File: src/hdl/mcfc_pkg.sv
// constants and carrier types of the motion command frame codec
package mcfc_pkg;

    // module clock
    localparam int unsigned CLOCK_HZ          = 25_000_000;

    // idle gap on a byte-serial link after which a new frame is assumed
    localparam int unsigned FRAME_GAP_US      = 5000;
    localparam int unsigned FRAME_GAP_CYCLES  = FRAME_GAP_US * (CLOCK_HZ / 1_000_000);

    // byte positions in a command frame
    localparam logic [3:0]  CM_ADDR           = 4'h0;
    localparam logic [3:0]  CM_CMD            = 4'h1;
    localparam logic [3:0]  CM_TYPE           = 4'h2;
    localparam logic [3:0]  CM_MOTOR          = 4'h3;
    localparam logic [3:0]  CM_VAL_MSB        = 4'h4;
    localparam logic [3:0]  CM_VAL_LSB        = 4'h7;
    localparam logic [3:0]  CM_SUM            = 4'h8;

    // byte positions in a reply frame
    localparam logic [3:0]  RP_RADDR          = 4'h0;
    localparam logic [3:0]  RP_MADDR          = 4'h1;
    localparam logic [3:0]  RP_STATUS         = 4'h2;
    localparam logic [3:0]  RP_CMD            = 4'h3;
    localparam logic [3:0]  RP_VAL_B3         = 4'h4;
    localparam logic [3:0]  RP_VAL_B2         = 4'h5;
    localparam logic [3:0]  RP_VAL_B1         = 4'h6;
    localparam logic [3:0]  RP_VAL_B0         = 4'h7;
    localparam logic [3:0]  RP_SUM            = 4'h8;

    // reply status codes
    localparam logic [7:0]  ST_OK             = 8'h64;
    localparam logic [7:0]  ST_STORED         = 8'h65;
    localparam logic [7:0]  ST_BAD_SUM        = 8'h01;
    localparam logic [7:0]  ST_BAD_CMD        = 8'h02;
    localparam logic [7:0]  ST_BAD_TYPE       = 8'h03;
    localparam logic [7:0]  ST_BAD_VALUE      = 8'h04;
    localparam logic [7:0]  ST_LOCKED         = 8'h05;
    localparam logic [7:0]  ST_UNAVAIL        = 8'h06;

    // value reported with a checksum error
    localparam logic [31:0] ERR_VALUE         = 32'h0000_0000;

    // outcome of a command as judged by the executor
    typedef enum logic [2:0] {
        OUT_OK,
        OUT_STORED,
        OUT_BAD_CMD,
        OUT_BAD_TYPE,
        OUT_BAD_VALUE,
        OUT_LOCKED,
        OUT_UNAVAIL
    } mcfc_outcome_t;

    // decoded command handed to the executor
    typedef struct packed {
        logic [7:0]  command;
        logic [7:0]  kind;
        logic [7:0]  motor;
        logic [31:0] value;
    } mcfc_cmd_t;

    // result returned by the executor
    typedef struct packed {
        mcfc_outcome_t outcome;
        logic [31:0]   value;
    } mcfc_res_t;

    // codec states
    typedef enum logic [1:0] {
        S_RECEIVE,
        S_ISSUE,
        S_WAIT,
        S_REPLY
    } mcfc_state_t;

endpackage

File: src/hdl/mcfc_codec.sv
// command frame receiver, checker and reply framer
// Summary of operation
// - serial frame: address, cmd, type, motor, value, sum
// - command sum is 8-bit wrap of prior bytes
// - CAN command: seven core bytes, no address/sum
// - reply: raddr, maddr, status, cmd, value, sum
// - reply sum is 8-bit wrap of prior bytes
// - CAN reply: no address/sum, id is raddr
// - reply after command processing completes, or at once on a sum error
// - stay receiving; transmit only for replies
// - never transmit without a received command
// - status 100 on success
// - status 101 when stored to program memory
// - status 1 sum, 2 cmd, 3 type, 4 value
// - status 5 locked, 6 not available
module mcfc_codec #(
    parameter int unsigned FRAME_GAP_CYCLES = mcfc_pkg::FRAME_GAP_CYCLES
) (
    // clock and reset
    input  wire logic                clock,
    input  wire logic                resetn,
    // configuration pins
    input  wire logic                can_mode_pin,
    input  wire logic [7:0]          module_address_pin,
    input  wire logic [7:0]          reply_address_pin,
    // received bytes from the link
    input  wire logic                rx_valid,
    input  wire logic                rx_first,
    input  wire logic [7:0]          rx_data,
    // reply bytes to the link
    output logic                     tx_valid,
    output logic [7:0]               tx_data,
    output logic                     tx_last,
    input  wire logic                tx_ready,
    output logic                     tx_enable,
    output logic [7:0]               tx_can_id,
    // command executor
    output logic                     cmd_valid,
    output mcfc_pkg::mcfc_cmd_t      cmd,
    input  wire logic                cmd_ready,
    input  wire logic                res_valid,
    input  wire mcfc_pkg::mcfc_res_t res,
    // frame event
    output logic                     frame_dropped
);
    import mcfc_pkg::*;

    localparam int unsigned GAP_W = $clog2(FRAME_GAP_CYCLES + 1);
    localparam logic [GAP_W-1:0] GAP_LIMIT = GAP_W'(FRAME_GAP_CYCLES);

    mcfc_state_t      state;
    mcfc_state_t      next_state;
    logic [GAP_W-1:0] gap_cnt;
    logic [3:0]       rx_idx;
    logic [3:0]       tx_idx;
    logic [7:0]       rx_addr;
    logic [7:0]       rx_sum;
    logic [7:0]       tx_sum;
    logic [7:0]       reply_addr;
    logic [7:0]       reply_status;
    logic [31:0]      reply_value;
    logic             can_mode;
    logic [7:0]       module_address;
    logic [7:0]       reply_address_sync;

    // pin levels enter the clock domain through two flops
    mcfc_sync #(
        .WIDTH (17)
    ) u_sync (
        .clock  (clock),
        .resetn (resetn),
        .d      ({can_mode_pin, module_address_pin, reply_address_pin}),
        .q      ({can_mode, module_address, reply_address_sync})
    );

    // frame geometry for the current link type
    wire [3:0] first_idx = can_mode ? CM_CMD : CM_ADDR;
    wire [3:0] rx_last_idx = can_mode ? CM_VAL_LSB : CM_SUM;
    wire [3:0] tx_first_idx = can_mode ? RP_MADDR : RP_RADDR;
    wire [3:0] tx_last_idx = can_mode ? RP_VAL_B0 : RP_SUM;

    // receive byte decode; bytes are ignored outside the receive state
    wire       receiving = state == S_RECEIVE;
    wire       rx_fire = rx_valid && receiving;
    wire       rx_stale = gap_cnt == GAP_LIMIT;
    wire       rx_restart = rx_first || rx_stale || rx_idx < first_idx;
    wire [3:0] byte_idx = rx_restart ? first_idx : rx_idx;
    wire       rx_at_start = rx_fire && byte_idx == first_idx;
    wire       rx_body = rx_fire && byte_idx != CM_SUM;
    wire       rx_done = rx_fire && byte_idx == rx_last_idx;

    // end-of-frame verdicts on a byte-serial link
    wire       addr_miss = !can_mode && rx_addr != module_address;
    wire       sum_bad = !can_mode && rx_sum != rx_data;
    wire       frame_drop = rx_done && addr_miss;
    wire       frame_bad = rx_done && !addr_miss && sum_bad;
    wire       frame_good = rx_done && !addr_miss && !sum_bad;

    // handshakes with executor and link
    wire       issue_fire = state == S_ISSUE && cmd_ready;
    wire       result_fire = state == S_WAIT && res_valid;
    wire       tx_fire = tx_valid && tx_ready;
    wire       tx_end = tx_fire && tx_last;
    wire       tx_start = result_fire || frame_bad;
    wire [7:0] reply_sum = tx_sum + tx_data;

    // link and executor handshake outputs
    assign tx_valid = state == S_REPLY;
    assign tx_enable = state == S_REPLY;
    assign tx_last = tx_idx == tx_last_idx;
    assign tx_can_id = reply_addr;
    assign cmd_valid = state == S_ISSUE;

    // executor outcome to status code
    function automatic logic [7:0] status_of(input mcfc_outcome_t outcome);
        logic [7:0] code;
        code = ST_UNAVAIL;
        unique case (outcome)
            OUT_OK:        code = ST_OK;
            OUT_STORED:    code = ST_STORED;
            OUT_BAD_CMD:   code = ST_BAD_CMD;
            OUT_BAD_TYPE:  code = ST_BAD_TYPE;
            OUT_BAD_VALUE: code = ST_BAD_VALUE;
            OUT_LOCKED:    code = ST_LOCKED;
            OUT_UNAVAIL:   code = ST_UNAVAIL;
        endcase
        return code;
    endfunction

    // reply byte at a given position, most significant value byte first
    function automatic logic [7:0] reply_byte(input logic [3:0] idx);
        logic [7:0] b;
        b = reply_sum;
        case (idx)
            RP_RADDR:  b = reply_address_sync; // first byte loads before reply_addr settles
            RP_MADDR:  b = module_address;
            RP_STATUS: b = reply_status;
            RP_CMD:    b = cmd.command;
            RP_VAL_B3: b = reply_value[31:24];
            RP_VAL_B2: b = reply_value[23:16];
            RP_VAL_B1: b = reply_value[15:8];
            RP_VAL_B0: b = reply_value[7:0];
            default:   b = reply_sum;
        endcase
        return b;
    endfunction

    wire [7:0] first_reply_byte = reply_byte(tx_first_idx);
    wire [7:0] next_reply_byte = reply_byte(tx_idx + 4'h1);

    // next state
    always_comb
    begin
        next_state = state;
        unique case (state)
            S_RECEIVE:
            begin
                if (frame_bad)
                    next_state = S_REPLY;
                else if (frame_good)
                    next_state = S_ISSUE;
            end
            S_ISSUE:
            begin
                if (cmd_ready)
                    next_state = S_WAIT;
            end
            S_WAIT:
            begin
                if (res_valid)
                    next_state = S_REPLY;
            end
            S_REPLY:
            begin
                if (tx_end)
                    next_state = S_RECEIVE;
            end
        endcase
    end

    // state register
    always_ff @(posedge clock or negedge resetn)
    begin
        if (!resetn)
            state <= S_RECEIVE;
        else
            state <= next_state;
    end

    // inter-byte gap counter, saturating at the limit
    always_ff @(posedge clock or negedge resetn)
    begin
        if (!resetn)
            gap_cnt <= '0;
        else if (rx_fire)
            gap_cnt <= '0;
        else if (!rx_stale)
            gap_cnt <= gap_cnt + GAP_W'(1);
    end

    // receive position, back to the frame start after the last byte
    always_ff @(posedge clock or negedge resetn)
    begin
        if (!resetn)
            rx_idx <= CM_ADDR;
        else if (rx_done)
            rx_idx <= first_idx;
        else if (rx_fire)
            rx_idx <= byte_idx + 4'h1;
    end

    // field capture from the byte stream
    always_ff @(posedge clock or negedge resetn)
    begin
        if (!resetn)
        begin
            rx_addr <= 8'h00;
            cmd     <= '0;
        end
        else if (rx_fire)
        begin
            if (byte_idx == CM_ADDR)
                rx_addr <= rx_data;
            if (byte_idx == CM_CMD)
                cmd.command <= rx_data;
            if (byte_idx == CM_TYPE)
                cmd.kind <= rx_data;
            if (byte_idx == CM_MOTOR)
                cmd.motor <= rx_data;
            if (byte_idx >= CM_VAL_MSB && byte_idx <= CM_VAL_LSB)
                cmd.value <= {cmd.value[23:0], rx_data};
        end
    end

    // command checksum over every byte before the checksum byte
    mcfc_sum u_rx_sum (
        .clock  (clock),
        .resetn (resetn),
        .clear  (rx_at_start),
        .add    (rx_body),
        .data   (rx_data),
        .sum    (rx_sum)
    );

    // reply checksum over every byte already sent
    mcfc_sum u_tx_sum (
        .clock  (clock),
        .resetn (resetn),
        .clear  (tx_start),
        .add    (tx_fire),
        .data   (tx_data),
        .sum    (tx_sum)
    );

    // reply contents, fixed once the command has been judged
    always_ff @(posedge clock or negedge resetn)
    begin
        if (!resetn)
        begin
            reply_addr   <= 8'h00;
            reply_status <= ST_OK;
            reply_value  <= 32'h0000_0000;
        end
        else if (frame_bad)
        begin
            reply_addr   <= reply_address_sync;
            reply_status <= ST_BAD_SUM;
            reply_value  <= ERR_VALUE;
        end
        else if (result_fire)
        begin
            reply_addr   <= reply_address_sync;
            reply_status <= status_of(res.outcome);
            reply_value  <= res.value;
        end
    end

    // reply position register; held at the first position outside the reply state
    always_ff @(posedge clock or negedge resetn)
    begin
        if (!resetn)
            tx_idx <= RP_RADDR;
        else if (state != S_REPLY)
            tx_idx <= tx_first_idx;
        else if (tx_fire && !tx_last)
            tx_idx <= tx_idx + 4'h1;
    end

    // the outgoing byte follows the reply position
    always_ff @(posedge clock or negedge resetn)
    begin
        if (!resetn)
            tx_data <= 8'h00;
        else if (state != S_REPLY)
            tx_data <= first_reply_byte;
        else if (tx_fire && !tx_last)
            tx_data <= next_reply_byte;
    end

    // pulse when a serial frame for another module is discarded
    always_ff @(posedge clock or negedge resetn)
    begin
        if (!resetn)
            frame_dropped <= 1'b0;
        else
            frame_dropped <= frame_drop;
    end

endmodule

File: src/hdl/mcfc_sum.sv
// 8-bit wrapping checksum accumulator
module mcfc_sum (
    // clock and reset
    input  wire logic       clock,
    input  wire logic       resetn,
    // control
    input  wire logic       clear,
    input  wire logic       add,
    input  wire logic [7:0] data,
    // running sum
    output logic      [7:0] sum
);

    // clear restarts the sum, clear with add starts it at data
    always_ff @(posedge clock or negedge resetn)
    begin
        if (!resetn)
            sum <= 8'h00;
        else if (clear)
            sum <= add ? data : 8'h00;
        else if (add)
            sum <= sum + data; // wraps at 8 bits
    end

endmodule

File: src/hdl/mcfc_sync.sv
// two-stage synchroniser for pin levels
module mcfc_sync #(
    parameter int unsigned WIDTH = 1
) (
    // clock and reset
    input  wire logic             clock,
    input  wire logic             resetn,
    // pin side and synchronised side
    input  wire logic [WIDTH-1:0] d,
    output logic      [WIDTH-1:0] q
);

    logic [WIDTH-1:0] meta;

    // first stage feeds only the second
    always_ff @(posedge clock or negedge resetn)
    begin
        if (!resetn)
        begin
            meta <= '0;
            q    <= '0;
        end
        else
        begin
            meta <= d;
            q    <= meta;
        end
    end

endmodule

File: config.mk
export PLATFORM = sky130hd
export DESIGN_NAME = mcfc_codec
export DESIGN_NICKNAME = d
export VERILOG_FILES = /design/src/hdl/mcfc_pkg.sv /design/src/hdl/mcfc_codec.sv /design/src/hdl/mcfc_sum.sv /design/src/hdl/mcfc_sync.sv
export SDC_FILE = /design/constraint.sdc
export NUM_CORES = 1
export LEC_CHECK = 0
export ABC_AREA = 0
export BUFFER_PORTS_ARGS = -buffer_cell sky130_fd_sc_hd__buf_2
export CORE_ASPECT_RATIO = 1.1
export CORE_UTILIZATION = 57
export CTS_CLUSTER_DIAMETER = 40
export DETAILED_ROUTE_END_ITERATION = 10
export GPL_ROUTABILITY_DRIVEN = 0
export PLACE_DENSITY = 0.82
export SYNTH_ARGS = -nofsm -noshare
export SYNTH_HDL_FRONTEND = slang
export SYNTH_SLANG_ARGS = --single-unit
export TNS_END_PERCENT = 30
File: constraint.sdc
create_clock -name clock -period 3.2 [get_ports clock]
set_input_delay 0.64 -clock clock [delete_from_list [all_inputs] [get_ports clock]]
set_output_delay 0.64 -clock clock [all_outputs]
set_load 0.02 [all_outputs]
==> results.yml <==
outcome:
  outcome: "finished, final reports clean"
timing:
  setup_slack_ns: 0.2306
  worst_pin_slew_ns: 0.9952
  setup_viol: 0
  hold_viol: 0
  max_slew_margin_pct: 33.49
  final.period_utilization_pct: 92.79
  fin_skew_ns: 0.009457
  slew_violations: 0
  max_freq_ghz: 0.3368
  rsz0062_at_grt: "false"
  finalSetupTns_ns: 0
  period_needed_ns: 2.969
cts:
  cts_setup_buffers: 0
  cts_hold_buf: 0
  cts_max_level: 4
  clockRootBuffer: "clkbuf_16"
  clockBufferDepth: 2
  clock_latency_ns: 0.44
  path_clk_slew_ns: 0.07
  cts_made_buffers: 17
  cts_tree: "yes"
  numClockSinks: 194
pwr:
  ir_drop_uv: 510.0
  powerDensity_nw_per_um2: 921.8
  finalPower_w: 0.01003
  p_leak_nw: 5.188
yosys:
  ys_warn_count: 0
  synth_edf_count: 0
  seq_area_frac_synth_pct: 51.77
  syn-cell-area_um2: 9381
  avgSynthCellArea_um2: 10.93
  ys.flop_type: "dfrtp_1"
  syn-instance-count: 858
  synth-seq-cells: 194
  synth_nets: 957
  async_reset_ff_share_pct: 100.0
  synth_cell_types: 71
detailed_routing:
  vias_per_cell: 6.032
  wl_per_cell_um: 19.33
  vias: 7256
  drtAntennaViolNets: 0
  drt_iter0_drc: 971
  drc: 0
  postRouteWirelength_um: 23260
  drt-pass1-iter-count: 6
run:
  maxCapViolCount: 0
die:
  rows: 48
  initial_utilization_pct: 58.95
  die_width_um: 124.3
  dieHeight_um: 136.6
  ioPinCount: 144
  core_um2: 15920
  dieArea_um2: 16980
worst_setup_path:
  crit_chain: "or4b_1 -> nor3_2 -> a21oi_2 -> a22oi_2 -> ha_1 -> nand3b_1 -> o21a_1 -> o21bai_1 -> nand3_1 -> o21ai_0 -> a311oi_1"
  arrival_ns: 3.32
  cp-start-kind: "flip-flop"
  cp_slowest_stage_delay_ns: 0.58
  cp_slowest_cell: "or4b_1"
  cp_max_fo: 10
  cp.required_ns: 3.55
  end_kind: "flip-flop"
  worstSetupPathType: "flip-flop to flip-flop"
layout:
  nNetsFinal: 1089
  final_cell_mix: "dfrtp_1 (192), buf_2 (142), nand2_1 (102), mux2_2 (67), a21oi_1 (58)"
  area_growth_pct: 15.96
  layout-drive-gt1-share_pct: 27.72
  final_common_cell: "dfrtp_1"
  antennaDiodeCount: 0
  fin_util_pct: 68.36
  seq_area_um2: 4857
  multiInputGateArea_um2: 4212
  fillers: 1244
global_route:
  use_met2_pct: 48.00
  met1_usage_pct: 35.67
  grt_pass1_vias: 7148
  grt_first_pass_wirelength_um: 37430
  busiest_layer: "met2"
  grt_use_met3_pct: 5.903
  grt_usage_pct: 28.41
  antenna_found_initial: 0
  grt-ovfl-total: 0
  grt_max_degree: 75
placed_design:
  dp_slack_ns: 0.1437
  dpl.hpwl_um: 16280
  portBuffers: 143
min_path:
  hp-class: "input pin to asynchronous set/reset pin"
worst paths after layout:
| path | start | to | slack [ns] | cells past startpoint |
|---|---|---|---|---|
| worst max register to register | gap_cnt[2] | u_rx_sum.sum[7] | 0.23 | 11 |
| worst max-delay path | gap_cnt[2] | u_rx_sum.sum[7] | 0.23 | 11 |
| max in group asynchronous | resetn | reply_value[10] | 2.20 | 2 |
| min in group clock | module_address_pin[1] | u_sync.meta[9] | 0.30 | 1 |
| worst min register to register | u_sync.meta[8] | u_sync.q[8] | 0.35 | 0 |
| worst min-delay path | resetn | tx_can_id[5] | 0.21 | 1 |
critical path: cells and delay by family, from the launching register on:
kind	cells	cell delay (ns)
AND/OR/NAND/NOR	4	1.01
adder cells (fa/ha/maj)	1	0.20
flip-flops	1	0.43
AO/OA/AOI/OAI	6	1.25
sequential cells by signal (all words and copies together) (netlist names), 17 cells and up:
register / cells
cmd: 56
reply_value: 32
u_sync.q: 17
gap_cnt: 17
u_sync.meta: 17
cell type report:
type / instances / share of cell area [%]
multi-input cells: 590 / 38.71
well taps: 200 / 2.300
inverters: 28 / 0.9661
clock inverters: 15 / 1.472
repair buffers: 159 / 7.993
clock buffers: 17 / 3.910
flip-flops and latches: 194 / 44.65
routing by layer:
layer	vias to the layer above	routed length, um
li1	3339	-
met1	3546	9286
met2	313	11800
met3	58	1491
met4	0	677
met5	-	0
timing repair:
| action | in CTS | in global routing |
|---|---|---|
| gates resized for setup | 0 | 2 |
| setup endpoints to repair | 0 | 6 |
| endpoints found under the hold margin | 0 | 0 |
cell families (layout without fill, tap and decap cells):
family | after synthesis | after routing | synth area share (%)
compound gates | 196 | 196 | 14.54
xor+xnor | 30 | 30 | 2.801
flops | 194 | 194 | 51.77
fa+ha+maj | 32 | 32 | 4.428
buf+inv | 74 | 219 | 3.414
simple gates | 235 | 235 | 11.56
mux | 97 | 97 | 11.48
power breakdown:
group | internal (W) | leakage [nW] | total [W] | switching [W]
Clock | 0.00105 | 0.289 | 0.00212 | 0.00107
Combinational | 0.00172 | 2.46 | 0.00399 | 0.00228
Sequential | 0.00324 | 2.43 | 0.00391 | 0.000678
metrics by stage:
stage / cells / cell area, um^2 / hold WS (ns)
after floorplan: 858 / 9382 / 0.3312
after global placement: 1171 / 10290 / 0.3328
after detailed placement: 1171 / 10290 / 0.3358
after CTS: 1203 / 10870 / 0.2239
after global routing: 1203 / 10880 / 0.2559
final: 1203 / 10880 / 0.2068
cell usage after synthesis (23+ instances only):
cell type / n / area (um^2)
inv_1: 27 / 101.4
dfrtp_1: 192 / 4805
nor2_1: 44 / 165.2
xnor2_1: 23 / 201.4
nand2_1: 102 / 382.9
ha_1: 30 / 375.4
mux2i_1: 24 / 240.2
a21oi_1: 58 / 290.3
clkbuf_1: 29 / 108.9
mux2_2: 67 / 754.5
o21ai_0: 26 / 130.1
nand3_1: 27 / 135.1
No activity file was read; power rests on OpenSTA's default activity.
